$ cat config.mk
export PLATFORM = sky130hd
export DESIGN_NAME = cwg_shutdown_deadband_config
export DESIGN_NICKNAME = d
export VERILOG_FILES = /design/src/hdl/cwg_cfg_pkg.sv /design/src/hdl/cwg_shutdown_deadband_config.sv /design/src/hdl/edge_delay.sv
export SDC_FILE = /design/constraint.sdc
export NUM_CORES = 1
export LEC_CHECK = 0
export BUFFER_PORTS_ARGS = -buffer_cell sky130_fd_sc_hd__buf_2
export CAP_MARGIN = 0
export CORE_MARGIN = 2
export CORE_UTILIZATION = 55
export CTS_BUF_LIST = sky130_fd_sc_hd__clkbuf_16
export DETAILED_ROUTE_END_ITERATION = 6
export PLACE_DENSITY = 0.76
export RECOVER_POWER = 100
export SYNTH_ARGS = -nofsm -noshare
export SYNTH_HDL_FRONTEND = slang
export SYNTH_HIERARCHICAL = 1
export SYNTH_SLANG_ARGS = --single-unit
$ cat constraint.sdc
create_clock -name clk_sys_in -period 2.9 [get_ports clk_sys_in]
set_input_delay 0.145 -clock clk_sys_in [delete_from_list [all_inputs] [get_ports clk_sys_in]]
set_output_delay 0.145 -clock clk_sys_in [all_outputs]
set_load 0.05 [all_outputs]
$ cat src/hdl/cwg_cfg_pkg.sv
// Constants shared by the dead-band and shutdown configuration block.
package cwg_cfg_pkg;
  // ------------------------------------------------------------------------
  // Register map
  // ------------------------------------------------------------------------
  localparam logic [3:0] ADDR_SHUTDOWN_SOURCE_ENABLES = 4'h0;
  localparam logic [3:0] ADDR_RISING_DEADBAND_COUNT = 4'h1;
  localparam logic [3:0] ADDR_FALLING_DEADBAND_COUNT = 4'h2;
  localparam logic [3:0] ADDR_SHUTDOWN_CONTROL = 4'h3;
  localparam logic [3:0] ADDR_CLOCK_SELECT = 4'h4;
  // ------------------------------------------------------------------------
  // Field positions
  // ------------------------------------------------------------------------
  localparam int LOGIC_CELL_TWO_BIT = 3;
  localparam int COMPARATOR_TWO_BIT = 2;
  localparam int COMPARATOR_ONE_BIT = 1;
  localparam int PIN_INPUT_BIT = 0;
  localparam int SHUTDOWN_STATUS_BIT = 7;
  localparam int PAIR_BD_LSB = 4;
  localparam int PAIR_AC_LSB = 2;
  localparam int COUNT_W = 6;
  // ------------------------------------------------------------------------
  // Reset values, bypass count and pair shutdown codes
  // ------------------------------------------------------------------------
  localparam logic [3:0] RST_SOURCE_ENABLES = 4'h0;
  localparam logic [5:0] RST_DELAY_COUNT = 6'h00;
  localparam logic [1:0] RST_PAIR_STATE = 2'h0;
  localparam logic [5:0] DELAY_BYPASS = 6'h00;
  localparam logic [1:0] STATE_INACTIVE = 2'h0;
  localparam logic [1:0] STATE_TRISTATE = 2'h1;
  localparam logic [1:0] STATE_LOW = 2'h2;
  localparam logic [1:0] STATE_HIGH = 2'h3;
endpackage : cwg_cfg_pkg

$ cat src/hdl/cwg_shutdown_deadband_config.sv
// Shutdown source enables and rising/falling dead-band generation.
//
// Summary of operation
// RL1: Logic cell two output causes shutdown only while its enable bit 3 is set.
// RL2: Comparator two causes shutdown when bit 2 set; reads zero on small variant.
// RL3: Comparator one causes shutdown only while its enable bit 1 is set.
// RL4: Pin-selected generator input causes shutdown only while bit 0 is set.
// RL5: Nonzero rising count N delays rising-edge output by N system clocks, or N-1 to N fast oscillator periods.
// RL6: Nonzero falling count N delays falling-edge output by N system clocks, or N-1 to N fast oscillator periods.
// RL7: A zero count bypasses dead-band for that edge entirely.
// RL8: Unimplemented upper bits of the three registers read as zero.
// RL9: All enables and counts are read/write and clear to zero on reset.
// RL10: After status clears, outputs stay shut down until next data rising edge.
// RL11: Code 00 drives the pair's inactive level after the dead-band interval.
// RL12: Generator clock is system clock when select is 0, fast oscillator at 1.
// RL13: Any enabled active source raises shutdown and sets the status bit.
`timescale 1ns/10ps
`default_nettype none
module cwg_shutdown_deadband_config
  import cwg_cfg_pkg::*;
#(
  parameter bit HAS_COMPARATOR_TWO = 1'b1
)(
  input wire logic clk_sys_in,
  input wire logic rst_b_in,
  input wire logic ce_in,
  input wire logic fast_osc_in,
  input wire logic [3:0] addr_in,
  input wire logic [7:0] wdata_in,
  input wire logic wr_in,
  input wire logic rd_in,
  output logic [7:0] rdata_out,
  input wire logic generator_data_in,
  input wire logic pin_selected_generator_input_in,
  input wire logic first_comparator_output_in,
  input wire logic second_comparator_output_in,
  input wire logic second_logic_cell_output_in,
  input wire logic polarity_a_in,
  input wire logic polarity_b_in,
  output logic out_a_out,
  output logic out_b_out,
  output logic oe_a_out,
  output logic oe_b_out,
  output logic shutdown_active_out
);
  // --------------------------------------------------------------------------
  // Reset release and input synchronisers
  // --------------------------------------------------------------------------
  logic rst_s1_ff, rst_s2_ff, rst_b;
  always_ff @(posedge clk_sys_in or negedge rst_b_in) begin
    if (!rst_b_in) begin
      rst_s1_ff <= 1'b0;
      rst_s2_ff <= 1'b0;
    end else begin
      rst_s1_ff <= 1'b1;
      rst_s2_ff <= rst_s1_ff;
    end
  end
  assign rst_b = rst_s2_ff;

  // Order: fast oscillator, data, pin, comparator one, two, logic cell two.
  logic [5:0] pins_raw, sync1_ff, sync2_ff;
  assign pins_raw = {second_logic_cell_output_in, second_comparator_output_in,
                     first_comparator_output_in,
                     pin_selected_generator_input_in, generator_data_in,
                     fast_osc_in};
  always_ff @(posedge clk_sys_in or negedge rst_b) begin
    if (!rst_b) begin
      sync1_ff <= 6'h00;
      sync2_ff <= 6'h00;
    end else if (ce_in) begin
      sync1_ff <= pins_raw;
      sync2_ff <= sync1_ff;
    end
  end

  // --------------------------------------------------------------------------
  // Registers
  // --------------------------------------------------------------------------
  logic [3:0] enables_ff, nxt_enables;
  logic [5:0] rise_cnt_ff, nxt_rise_cnt;
  logic [5:0] fall_cnt_ff, nxt_fall_cnt;
  logic [1:0] pair_ac_shutdown_state_ff, nxt_pair_ac;
  logic [1:0] pair_bd_shutdown_state_ff, nxt_pair_bd;
  logic clk_select_ff, nxt_clk_select;
  logic status_ff, nxt_status;
  logic [7:0] rdata_ff, nxt_rdata;
  logic shut_event;

  always_comb begin
    nxt_enables = enables_ff;
    nxt_rise_cnt = rise_cnt_ff;
    nxt_fall_cnt = fall_cnt_ff;
    nxt_pair_ac = pair_ac_shutdown_state_ff;
    nxt_pair_bd = pair_bd_shutdown_state_ff;
    nxt_clk_select = clk_select_ff;
    nxt_status = status_ff;
    nxt_rdata = 8'h00;
    if (wr_in) begin
      unique case (addr_in)
        ADDR_SHUTDOWN_SOURCE_ENABLES: begin
          nxt_enables = wdata_in[3:0]; // RL9
          if (!HAS_COMPARATOR_TWO) begin
            nxt_enables[COMPARATOR_TWO_BIT] = 1'b0; // RL2
          end
        end
        ADDR_RISING_DEADBAND_COUNT: nxt_rise_cnt = wdata_in[5:0]; // RL9
        ADDR_FALLING_DEADBAND_COUNT: nxt_fall_cnt = wdata_in[5:0]; // RL9
        ADDR_SHUTDOWN_CONTROL: begin
          nxt_status = wdata_in[SHUTDOWN_STATUS_BIT];
          nxt_pair_bd = wdata_in[PAIR_BD_LSB +: 2];
          nxt_pair_ac = wdata_in[PAIR_AC_LSB +: 2];
        end
        ADDR_CLOCK_SELECT: nxt_clk_select = wdata_in[0];
        default: ;
      endcase
    end
    // A live shutdown source beats a software clear in the same cycle.
    if (shut_event) begin
      nxt_status = 1'b1; // RL13
    end
    if (rd_in) begin
      unique case (addr_in)
        ADDR_SHUTDOWN_SOURCE_ENABLES: nxt_rdata = {4'h0, enables_ff}; // RL8
        ADDR_RISING_DEADBAND_COUNT: nxt_rdata = {2'h0, rise_cnt_ff}; // RL8
        ADDR_FALLING_DEADBAND_COUNT: nxt_rdata = {2'h0, fall_cnt_ff}; // RL8
        ADDR_SHUTDOWN_CONTROL: nxt_rdata = {status_ff, 1'b0,
                                            pair_bd_shutdown_state_ff,
                                            pair_ac_shutdown_state_ff, 2'h0};
        ADDR_CLOCK_SELECT: nxt_rdata = {7'h00, clk_select_ff};
        default: nxt_rdata = 8'h00;
      endcase
    end
  end

  always_ff @(posedge clk_sys_in or negedge rst_b) begin
    if (!rst_b) begin
      enables_ff <= RST_SOURCE_ENABLES; // RL9
      rise_cnt_ff <= RST_DELAY_COUNT; // RL9
      fall_cnt_ff <= RST_DELAY_COUNT; // RL9
      pair_ac_shutdown_state_ff <= RST_PAIR_STATE;
      pair_bd_shutdown_state_ff <= RST_PAIR_STATE;
      clk_select_ff <= 1'b0;
      status_ff <= 1'b0;
      rdata_ff <= 8'h00;
    end else if (ce_in) begin
      enables_ff <= nxt_enables;
      rise_cnt_ff <= nxt_rise_cnt;
      fall_cnt_ff <= nxt_fall_cnt;
      pair_ac_shutdown_state_ff <= nxt_pair_ac;
      pair_bd_shutdown_state_ff <= nxt_pair_bd;
      clk_select_ff <= nxt_clk_select;
      status_ff <= nxt_status;
      rdata_ff <= nxt_rdata;
    end
  end
  assign rdata_out = rdata_ff;

  // --------------------------------------------------------------------------
  // Shutdown sources
  // --------------------------------------------------------------------------
  logic src_cell2, src_cmp2, src_cmp1, src_pin;
  assign src_cell2 = enables_ff[LOGIC_CELL_TWO_BIT] & sync2_ff[5]; // RL1
  assign src_cmp2 = enables_ff[COMPARATOR_TWO_BIT] & sync2_ff[4]; // RL2
  assign src_cmp1 = enables_ff[COMPARATOR_ONE_BIT] & sync2_ff[3]; // RL3
  assign src_pin = enables_ff[PIN_INPUT_BIT] & sync2_ff[2]; // RL4
  assign shut_event = src_cell2 | src_cmp2 | src_cmp1 | src_pin; // RL13

  // --------------------------------------------------------------------------
  // Generator clock tick and data edges
  // --------------------------------------------------------------------------
  // The oscillator is sampled, so its period must exceed two system periods.
  logic osc_d_ff, data_d_ff, hold_ff, nxt_hold;
  logic tick, data_rise, data_fall;
  assign tick = clk_select_ff ? (sync2_ff[0] & ~osc_d_ff) : 1'b1; // RL12
  assign data_rise = sync2_ff[1] & ~data_d_ff;
  assign data_fall = ~sync2_ff[1] & data_d_ff;

  always_comb begin
    nxt_hold = hold_ff;
    if (status_ff) begin
      nxt_hold = 1'b1;
    end else if (data_rise) begin
      nxt_hold = 1'b0; // RL10
    end
  end

  always_ff @(posedge clk_sys_in or negedge rst_b) begin
    if (!rst_b) begin
      osc_d_ff <= 1'b0;
      data_d_ff <= 1'b0;
      hold_ff <= 1'b0;
    end else if (ce_in) begin
      osc_d_ff <= sync2_ff[0];
      data_d_ff <= sync2_ff[1];
      hold_ff <= nxt_hold;
    end
  end

  // --------------------------------------------------------------------------
  // Dead-band delays
  // --------------------------------------------------------------------------
  logic rise_busy, rise_done, fall_busy, fall_done;
  edge_delay u_rise (
    .clk_in(clk_sys_in),
    .rst_b_in(rst_b),
    .ce_in(ce_in),
    .tick_in(tick),
    .start_in(data_rise),
    .abort_in(data_fall),
    .count_in(rise_cnt_ff), // RL5
    .busy_out(rise_busy),
    .done_out(rise_done)
  );
  edge_delay u_fall (
    .clk_in(clk_sys_in),
    .rst_b_in(rst_b),
    .ce_in(ce_in),
    .tick_in(tick),
    .start_in(data_fall),
    .abort_in(data_rise),
    .count_in(fall_cnt_ff), // RL6
    .busy_out(fall_busy),
    .done_out(fall_done)
  );

  // Output A follows the delayed rising edge, output B the delayed falling.
  logic a_ff, nxt_a, b_ff, nxt_b;
  always_comb begin
    nxt_a = a_ff;
    nxt_b = b_ff;
    if (data_fall) begin
      nxt_a = 1'b0;
    end else if (rise_done) begin
      nxt_a = 1'b1; // RL5
    end
    if (data_rise) begin
      nxt_b = 1'b0;
    end else if (fall_done) begin
      nxt_b = 1'b1; // RL6
    end
  end

  always_ff @(posedge clk_sys_in or negedge rst_b) begin
    if (!rst_b) begin
      a_ff <= 1'b0;
      b_ff <= 1'b0;
    end else if (ce_in) begin
      a_ff <= nxt_a;
      b_ff <= nxt_b;
    end
  end

  // --------------------------------------------------------------------------
  // Output stage with shutdown override
  // --------------------------------------------------------------------------
  logic shut;
  logic sync_pol_a_ff, sync_pol_b_ff;
  logic [1:0] oa_ff, nxt_oa, ob_ff, nxt_ob;
  assign shut = status_ff | hold_ff;

  function automatic logic [1:0] pin_value(
    input logic [1:0] code,
    input logic live,
    input logic pol,
    input logic settled
  );
    // Result is {enable, level}.
    logic [1:0] res;
    res = {1'b1, live ^ pol};
    unique case (code)
      // Inactive level waits for the running dead-band to finish.
      STATE_INACTIVE: res = settled ? {1'b1, pol} : {1'b1, live ^ pol};
      STATE_TRISTATE: res = 2'b00;
      STATE_LOW: res = 2'b10;
      STATE_HIGH: res = 2'b11;
    endcase
    return res;
  endfunction : pin_value

  always_comb begin
    nxt_oa = {1'b1, a_ff ^ sync_pol_a_ff};
    nxt_ob = {1'b1, b_ff ^ sync_pol_b_ff};
    if (shut) begin
      nxt_oa = pin_value(pair_ac_shutdown_state_ff, a_ff, sync_pol_a_ff,
                         ~rise_busy); // RL11
      nxt_ob = pin_value(pair_bd_shutdown_state_ff, b_ff, sync_pol_b_ff,
                         ~fall_busy); // RL11
    end
  end

  always_ff @(posedge clk_sys_in or negedge rst_b) begin
    if (!rst_b) begin
      oa_ff <= 2'b00;
      ob_ff <= 2'b00;
      sync_pol_a_ff <= 1'b0;
      sync_pol_b_ff <= 1'b0;
    end else if (ce_in) begin
      oa_ff <= nxt_oa;
      ob_ff <= nxt_ob;
      sync_pol_a_ff <= polarity_a_in;
      sync_pol_b_ff <= polarity_b_in;
    end
  end

  assign out_a_out = oa_ff[0];
  assign oe_a_out = oa_ff[1];
  assign out_b_out = ob_ff[0];
  assign oe_b_out = ob_ff[1];
  assign shutdown_active_out = shut;
endmodule : cwg_shutdown_deadband_config
`default_nettype wire

$ cat src/hdl/edge_delay.sv
// Dead-band delay for one edge of the generator data waveform.
`timescale 1ns/10ps
`default_nettype none
module edge_delay
  import cwg_cfg_pkg::*;
(
  input wire logic clk_in,
  input wire logic rst_b_in,
  input wire logic ce_in,
  input wire logic tick_in,
  input wire logic start_in,
  input wire logic abort_in,
  input wire logic [COUNT_W-1:0] count_in,
  output logic busy_out,
  output logic done_out
);
  logic [COUNT_W-1:0] cnt_ff, nxt_cnt;
  logic busy_ff, nxt_busy;

  always_comb begin
    nxt_cnt = cnt_ff;
    nxt_busy = busy_ff;
    done_out = 1'b0;
    if (abort_in) begin
      nxt_busy = 1'b0;
    end else if (start_in) begin
      // A zero count takes the bypass path and never loads.
      if (count_in == DELAY_BYPASS) begin
        done_out = 1'b1; // RL7
      end else begin
        nxt_busy = 1'b1;
        nxt_cnt = count_in;
      end
    end else if (busy_ff && tick_in) begin
      // The first tick may come at once, so the wait spans N-1 to N periods.
      if (cnt_ff == 6'h01) begin
        nxt_busy = 1'b0;
        done_out = 1'b1;
      end else begin
        nxt_cnt = cnt_ff - 6'h01;
      end
    end
  end

  always_ff @(posedge clk_in or negedge rst_b_in) begin
    if (!rst_b_in) begin
      cnt_ff <= RST_DELAY_COUNT;
      busy_ff <= 1'b0;
    end else if (ce_in) begin
      cnt_ff <= nxt_cnt;
      busy_ff <= nxt_busy;
    end
  end

  assign busy_out = busy_ff;
endmodule : edge_delay
`default_nettype wire

## Word level (Yosys, flattened, before mapping)

Index checks and enable logic that the tools add are counted.

- Bits in registers: 69
- Bits of input ports: 25
- Output and inout bits: 13
- Word-level logic and storage cells: 140

- Add/subtract/negate cells: 2
- Eq/ne operators: 18
- Multiplexer cells: 46
- Bitwise logic cells: 18
- Reduce and logical (&&, ||, !) cells: 31

Operators by type and width:

| cell | count |
|---|---|
| 6-bit 2-to-1 mux | 8 |
| 8-bit case mux with 5 select lines | 1 |
| 1-bit 2-to-1 mux | 32 |
| 3-bit AND reduction | 6 |
| 2-bit case mux with 4 select lines | 2 |
| 2-bit nonzero test | 7 |
| 6-bit by 1-bit == test with 1-bit output (second input constant) | 2 |
| 6-bit logical NOT | 2 |
| 3-bit nonzero test | 4 |
| 6-bit by 1-bit subtractor with 6-bit output (second input constant) | 2 |
| 5-bit AND reduction | 2 |
| 2-bit == test (second input constant) | 4 |
| 4-bit by 2-bit == test with 1-bit output (second input constant) | 2 |
| 8-bit 2-to-1 mux | 1 |
| 2-bit != test (second input constant) | 4 |
| 4-bit AND reduction | 2 |
| 1-bit bitwise AND | 7 |
| 3-bit != test (second input constant) | 2 |
| 2-bit AND reduction | 3 |
| 1-bit NOT | 5 |
| 2-bit by 1-bit == test with 1-bit output (second input constant) | 2 |
| 4-bit by 1-bit == test with 1-bit output (second input constant) | 1 |
| 4-bit by 3-bit == test with 1-bit output (second input constant) | 1 |
| 2-bit logical NOT | 2 |
| 5 further kinds | 11 |

## Depth between registers and ports, before layout

- Word-level depth: 9
- Gate-level depth with buffers: 9
- Mapped depth without buffers: 9

## Cells and area by module

Netlist, hierarchy kept.

Modules (own cells, without submodules):

| module | times used | cells each | area each (µm²) | seq. area each (µm²) |
|---|---|---|---|---|
| cwg_shutdown_deadband_config | 1 | 186 | 2377.3 | 1351.3 |
| edge_delay | 2 | 59 | 501.7 | 175.2 |

## Worst setup path after synthesis

Ideal clock, no wire load.

- Path type: reg-to-reg
- Start point: reg sync2_ff[1]
- End point: reg u_rise.cnt_ff[5]
- Library setup time: 0.124 ns
- Data arrival time: 1.648 ns
- Required time: 2.776 ns
- Setup slack: 1.128 ns
- Cell stages (with the launch flop): 8
- Buffers on the path: 2
- Period minus slack after synthesis: 1.772 ns
- Path through: dfrtp_1 -> nor2b_1 -> buf_6 -> a21oi_1 -> nor3b_2 -> nand3_2 -> buf_6 -> a211o_1

- Elaborated cells on any way between the ends: 9
- Classes of those cells: 2 x eq/ne; 1 x mux; 4 x bitwise; 2 x reduce/logical

RTL lines:

| element | RTL line | source |
|---|---|---|
| start: declaration | cwg_shutdown_deadband_config.sv:62 | `logic [5:0] pins_raw, sync1_ff, sync2_ff;` |
| start signal: assignment | cwg_shutdown_deadband_config.sv:73 | `sync2_ff <= sync1_ff;` |
| 1-bit bitwise AND * | cwg_shutdown_deadband_config.sv:176 | `assign data_rise = sync2_ff[1] & ~data_d_ff;` |
| named net data_rise | cwg_shutdown_deadband_config.sv:174 | `logic tick, data_rise, data_fall;` |
| 2-bit != test (no source line) or 2-bit nonzero test (tied branches) | n/a |  |
| 5-bit AND reduction (no source line) | n/a |  |
| end signal: assignment | edge_delay.sv:50 | `cnt_ff <= nxt_cnt;` |
| end: declaration | edge_delay.sv:17 | `logic [COUNT_W-1:0] cnt_ff, nxt_cnt;` |

The timed path passes the listed nets; every way through them passes the cells marked *.
A chain may end at the register's enable or synchronous reset.

==> metrics <==
minimum clock period about 2.5 ns; Final Max Slew Viols roughly 110; max cap viols 2; final cycle utilization of the critical path a little under nine tenths; Synth cell types between 40 and 50; endpoint class of the critical path flop; Layout Cells excl Fill 419; Reg clk slew, reported paths about 0.060 ns; Layout area overhead 13.0%; worst endpoint required time approximately 3.1 ns; buffers from clock root to sink, at most 2; via count about 2500; clk sinks between 60 and 70; syn avg cell area 11.1 µm²; Final ANT Viol Nets 0; PD cells 847 nW/µm²; Ant. Diodes 0; part of the power in registers between 40% and 50%; DRT Pass-1 Iters 5; Skew-Pair Late Insertion Delay between 0.3 and 0.4 ns; share of the synthesized area in the top cell type about half; PortBufs 35; hold endpoint sync_pol_b_ff; r2r endpoint u_fall/cnt_ff[1]; combinational share of power 23.7%; Top FF cell, synth dfrtp_1; number of global-route vias before repair 2404; GR Util All Layers between 20% and 30%; worst min path class in2reg; Reg area about 1700 µm²; NetSw 1.07 mW; CTS Root Cell clkbuf_16; largest cells by area after synthesis dfrtp_1 50%, mux2_2 13%, a21oi_1 2.4%; status finished, violations left; Die X 82.4 µm; Synth top cells by count 68 x dfrtp_1, 38 x mux2_2, 20 x nor2_1; Routed wire per std cell 17.0 µm; Die Height 82.4 µm; maximum number of pins on one net before global-route repair 67; startpoint types input port; Crit Reg-Reg Startpoint sync2_ff[0]; Synth Cell Area about 3400 µm²; reg2reg setup slack approximately 0.51 ns; biggest area consumer among synthesized cells dfrtp_1; Max rail drop VDD around 0.47 mV; Crit Path Max Fanout 44; Ys Warns 6; CTS H-tree lvls 3; post-synthesis register bit count between 60 and 70; Max Clk Rate roughly 400 MHz; Reg2Reg Depth 7; total gr overflow 0; RSZ-0062 raised after global routing no; CTS tree built; standard-cell row count 28; final core occ approximately 64%; Fin Clk Skew 0.00513 ns; Fin Setup TNS 0 ns; Detail Placement HPWL roughly 4.7 mm; Num CTS Buffers 9; hold path depth 2; routed wire length slightly above 7 mm; Final nets about 370; Sw Ratio 33.1%; Static Leakage ~1.7 nW; CP Data Arrival Time around 2.7 ns; clock group share of total power between 30% and 40%; Final Hold Fails 0; slew at the pin closest to its max-slew limit ~1.9 ns; Starting DRT DRC Count 145; Hold Crit Start polarity_b_in; post_cts resized 0; io pins 38; syn_nets 333; async set or reset register ratio after synthesis 100%; Rel. slew slack -28.9%; Remaining DRCs 0; synthesized instance count ~300; Hold WS ~0.042 ns; sequential-to-total area share from yosys stat 50.3%; failing checks capacitance limit, slew limit; Int Pwr approximately 2.2 mW; initial antenna violation count 0; GP Congestion approximately 0.84; area of the core between 5000 and 6000 µm²; global-route wire length before repair around 12 mm; vias per cell approximately 5.9; FILL cells 470; critical setup path kind in2reg; area of the die 6790 µm²; fraction of layout cells with a size suffix above 1 around 26%; number of synthesized flops with an enable pin 0; Initial Util about 57%; Final setup viols 0; placed instance count roughly 400; top-count cell post-synth dfrtp_1; area of the multi-input gates roughly 1500 µm²
worst max-delay path, stage by stage:
cell      delay, ns
buf_2          0.18
clkbuf_1       1.41
nand3_1        0.60
o221ai_1       0.34
layer usage:
metal	track usage, %	up-vias	wire (µm)
li1	-	1179	-
met1	30.4	1232	3140
met2	38.0	71	3490
met3	5.98	10	409
met4	8.00	0	84
met5	0	-	0
cell type report:
cell class / instances / area share, %
flip-flops and latches: 68 / 44.6
repair buffers: 41 / 5.14
well taps: 75 / 2.46
clock buffers: 9 / 5.90
clock inverters: 7 / 1.97
inverters: 19 / 1.87
multi-input cells: 200 / 38.1
through the flow:
step / power (mW) / worst slack, ns / area, µm²
5_1_grt: 3.43 / 0.276 / 3820
3_5_place_dp: 2.18 / 0.817 / 3570
3_3_place_gp: 2.14 / 0.878 / 3570
4_1_cts: 3.28 / 0.780 / 3880
6_report: 3.23 / 0.433 / 3820
2_1_floorplan: 1.99 / 0.866 / 3380
cell families (layout without fill, tap and decap cells):
logic type,after synthesis,after routing,share of synthesized area [%]
flops,68,68,50.3
simple gates,76,76,12.7
mux,42,42,14.6
other cells,2,2,0.222
buf+inv,36,76,5.66
fa+ha+maj,4,4,1.48
compound gates,76,76,15.0
placed cells by master (no fill, tap or decap), drive strengths merged, types with 3 or more instances in the layout:
cell,Yosys,layout
nor3b,4,4
nand3,11,11
nor4,4,4
a31oi,3,3
nor2b,6,6
o22ai,8,8
a21oi,18,18
o21ai,18,18
nand2,18,18
mux2,38,38
nor3,4,4
dfrtp,68,68
ha,4,4
nor2,20,20
a211o,4,4
a22oi,8,8
clkinv,0,4
nor4b,3,3
clkbuf,4,26
a41oi,4,4
inv,19,21
buf,13,23
timing repair:
item | in CTS | in global routing
hold endpoints to repair | 2 | 0
setup buffers | 0 | 0
hold buffers | 1 | 0
state kept, by name (all words and copies together) (netlist names), 4 cells and up:
register and flops:
sync1_ff 6, enables_ff 4, u_fall/cnt_ff 6, rdata_out 7, fall_cnt_ff 6, rise_cnt_ff 6, sync2_ff 6, u_rise/cnt_ff 6
worst max path at each step:
| stage | startpoint | end |
|---|---|---|
| 2_1_floorplan | rst_b | a_ff |
| 3_3_place_gp | osc_d_ff | u_fall/cnt_ff[5] |
| 3_5_place_dp | sync2_ff[0] | u_fall/cnt_ff[5] |
| 4_1_cts | osc_d_ff | u_fall/cnt_ff[5] |
| 5_1_grt | ce_in | rdata_out[0] |
| 6_report | ce_in | rdata_out[0] |
power groups by stage:
| stage | combinational, mW | clock, mW | sequential [mW] |
|---|---|---|---|
| 2_1_floorplan | 0.598 | 0 | 1.39 |
| 3_3_place_gp | 0.756 | 0 | 1.38 |
| 3_5_place_dp | 0.784 | 0 | 1.39 |
| 4_1_cts | 0.793 | 1.11 | 1.38 |
| 5_1_grt | 0.860 | 1.15 | 1.41 |
| 6_report | 0.766 | 1.09 | 1.38 |
(Power assumes the default switching activity.)
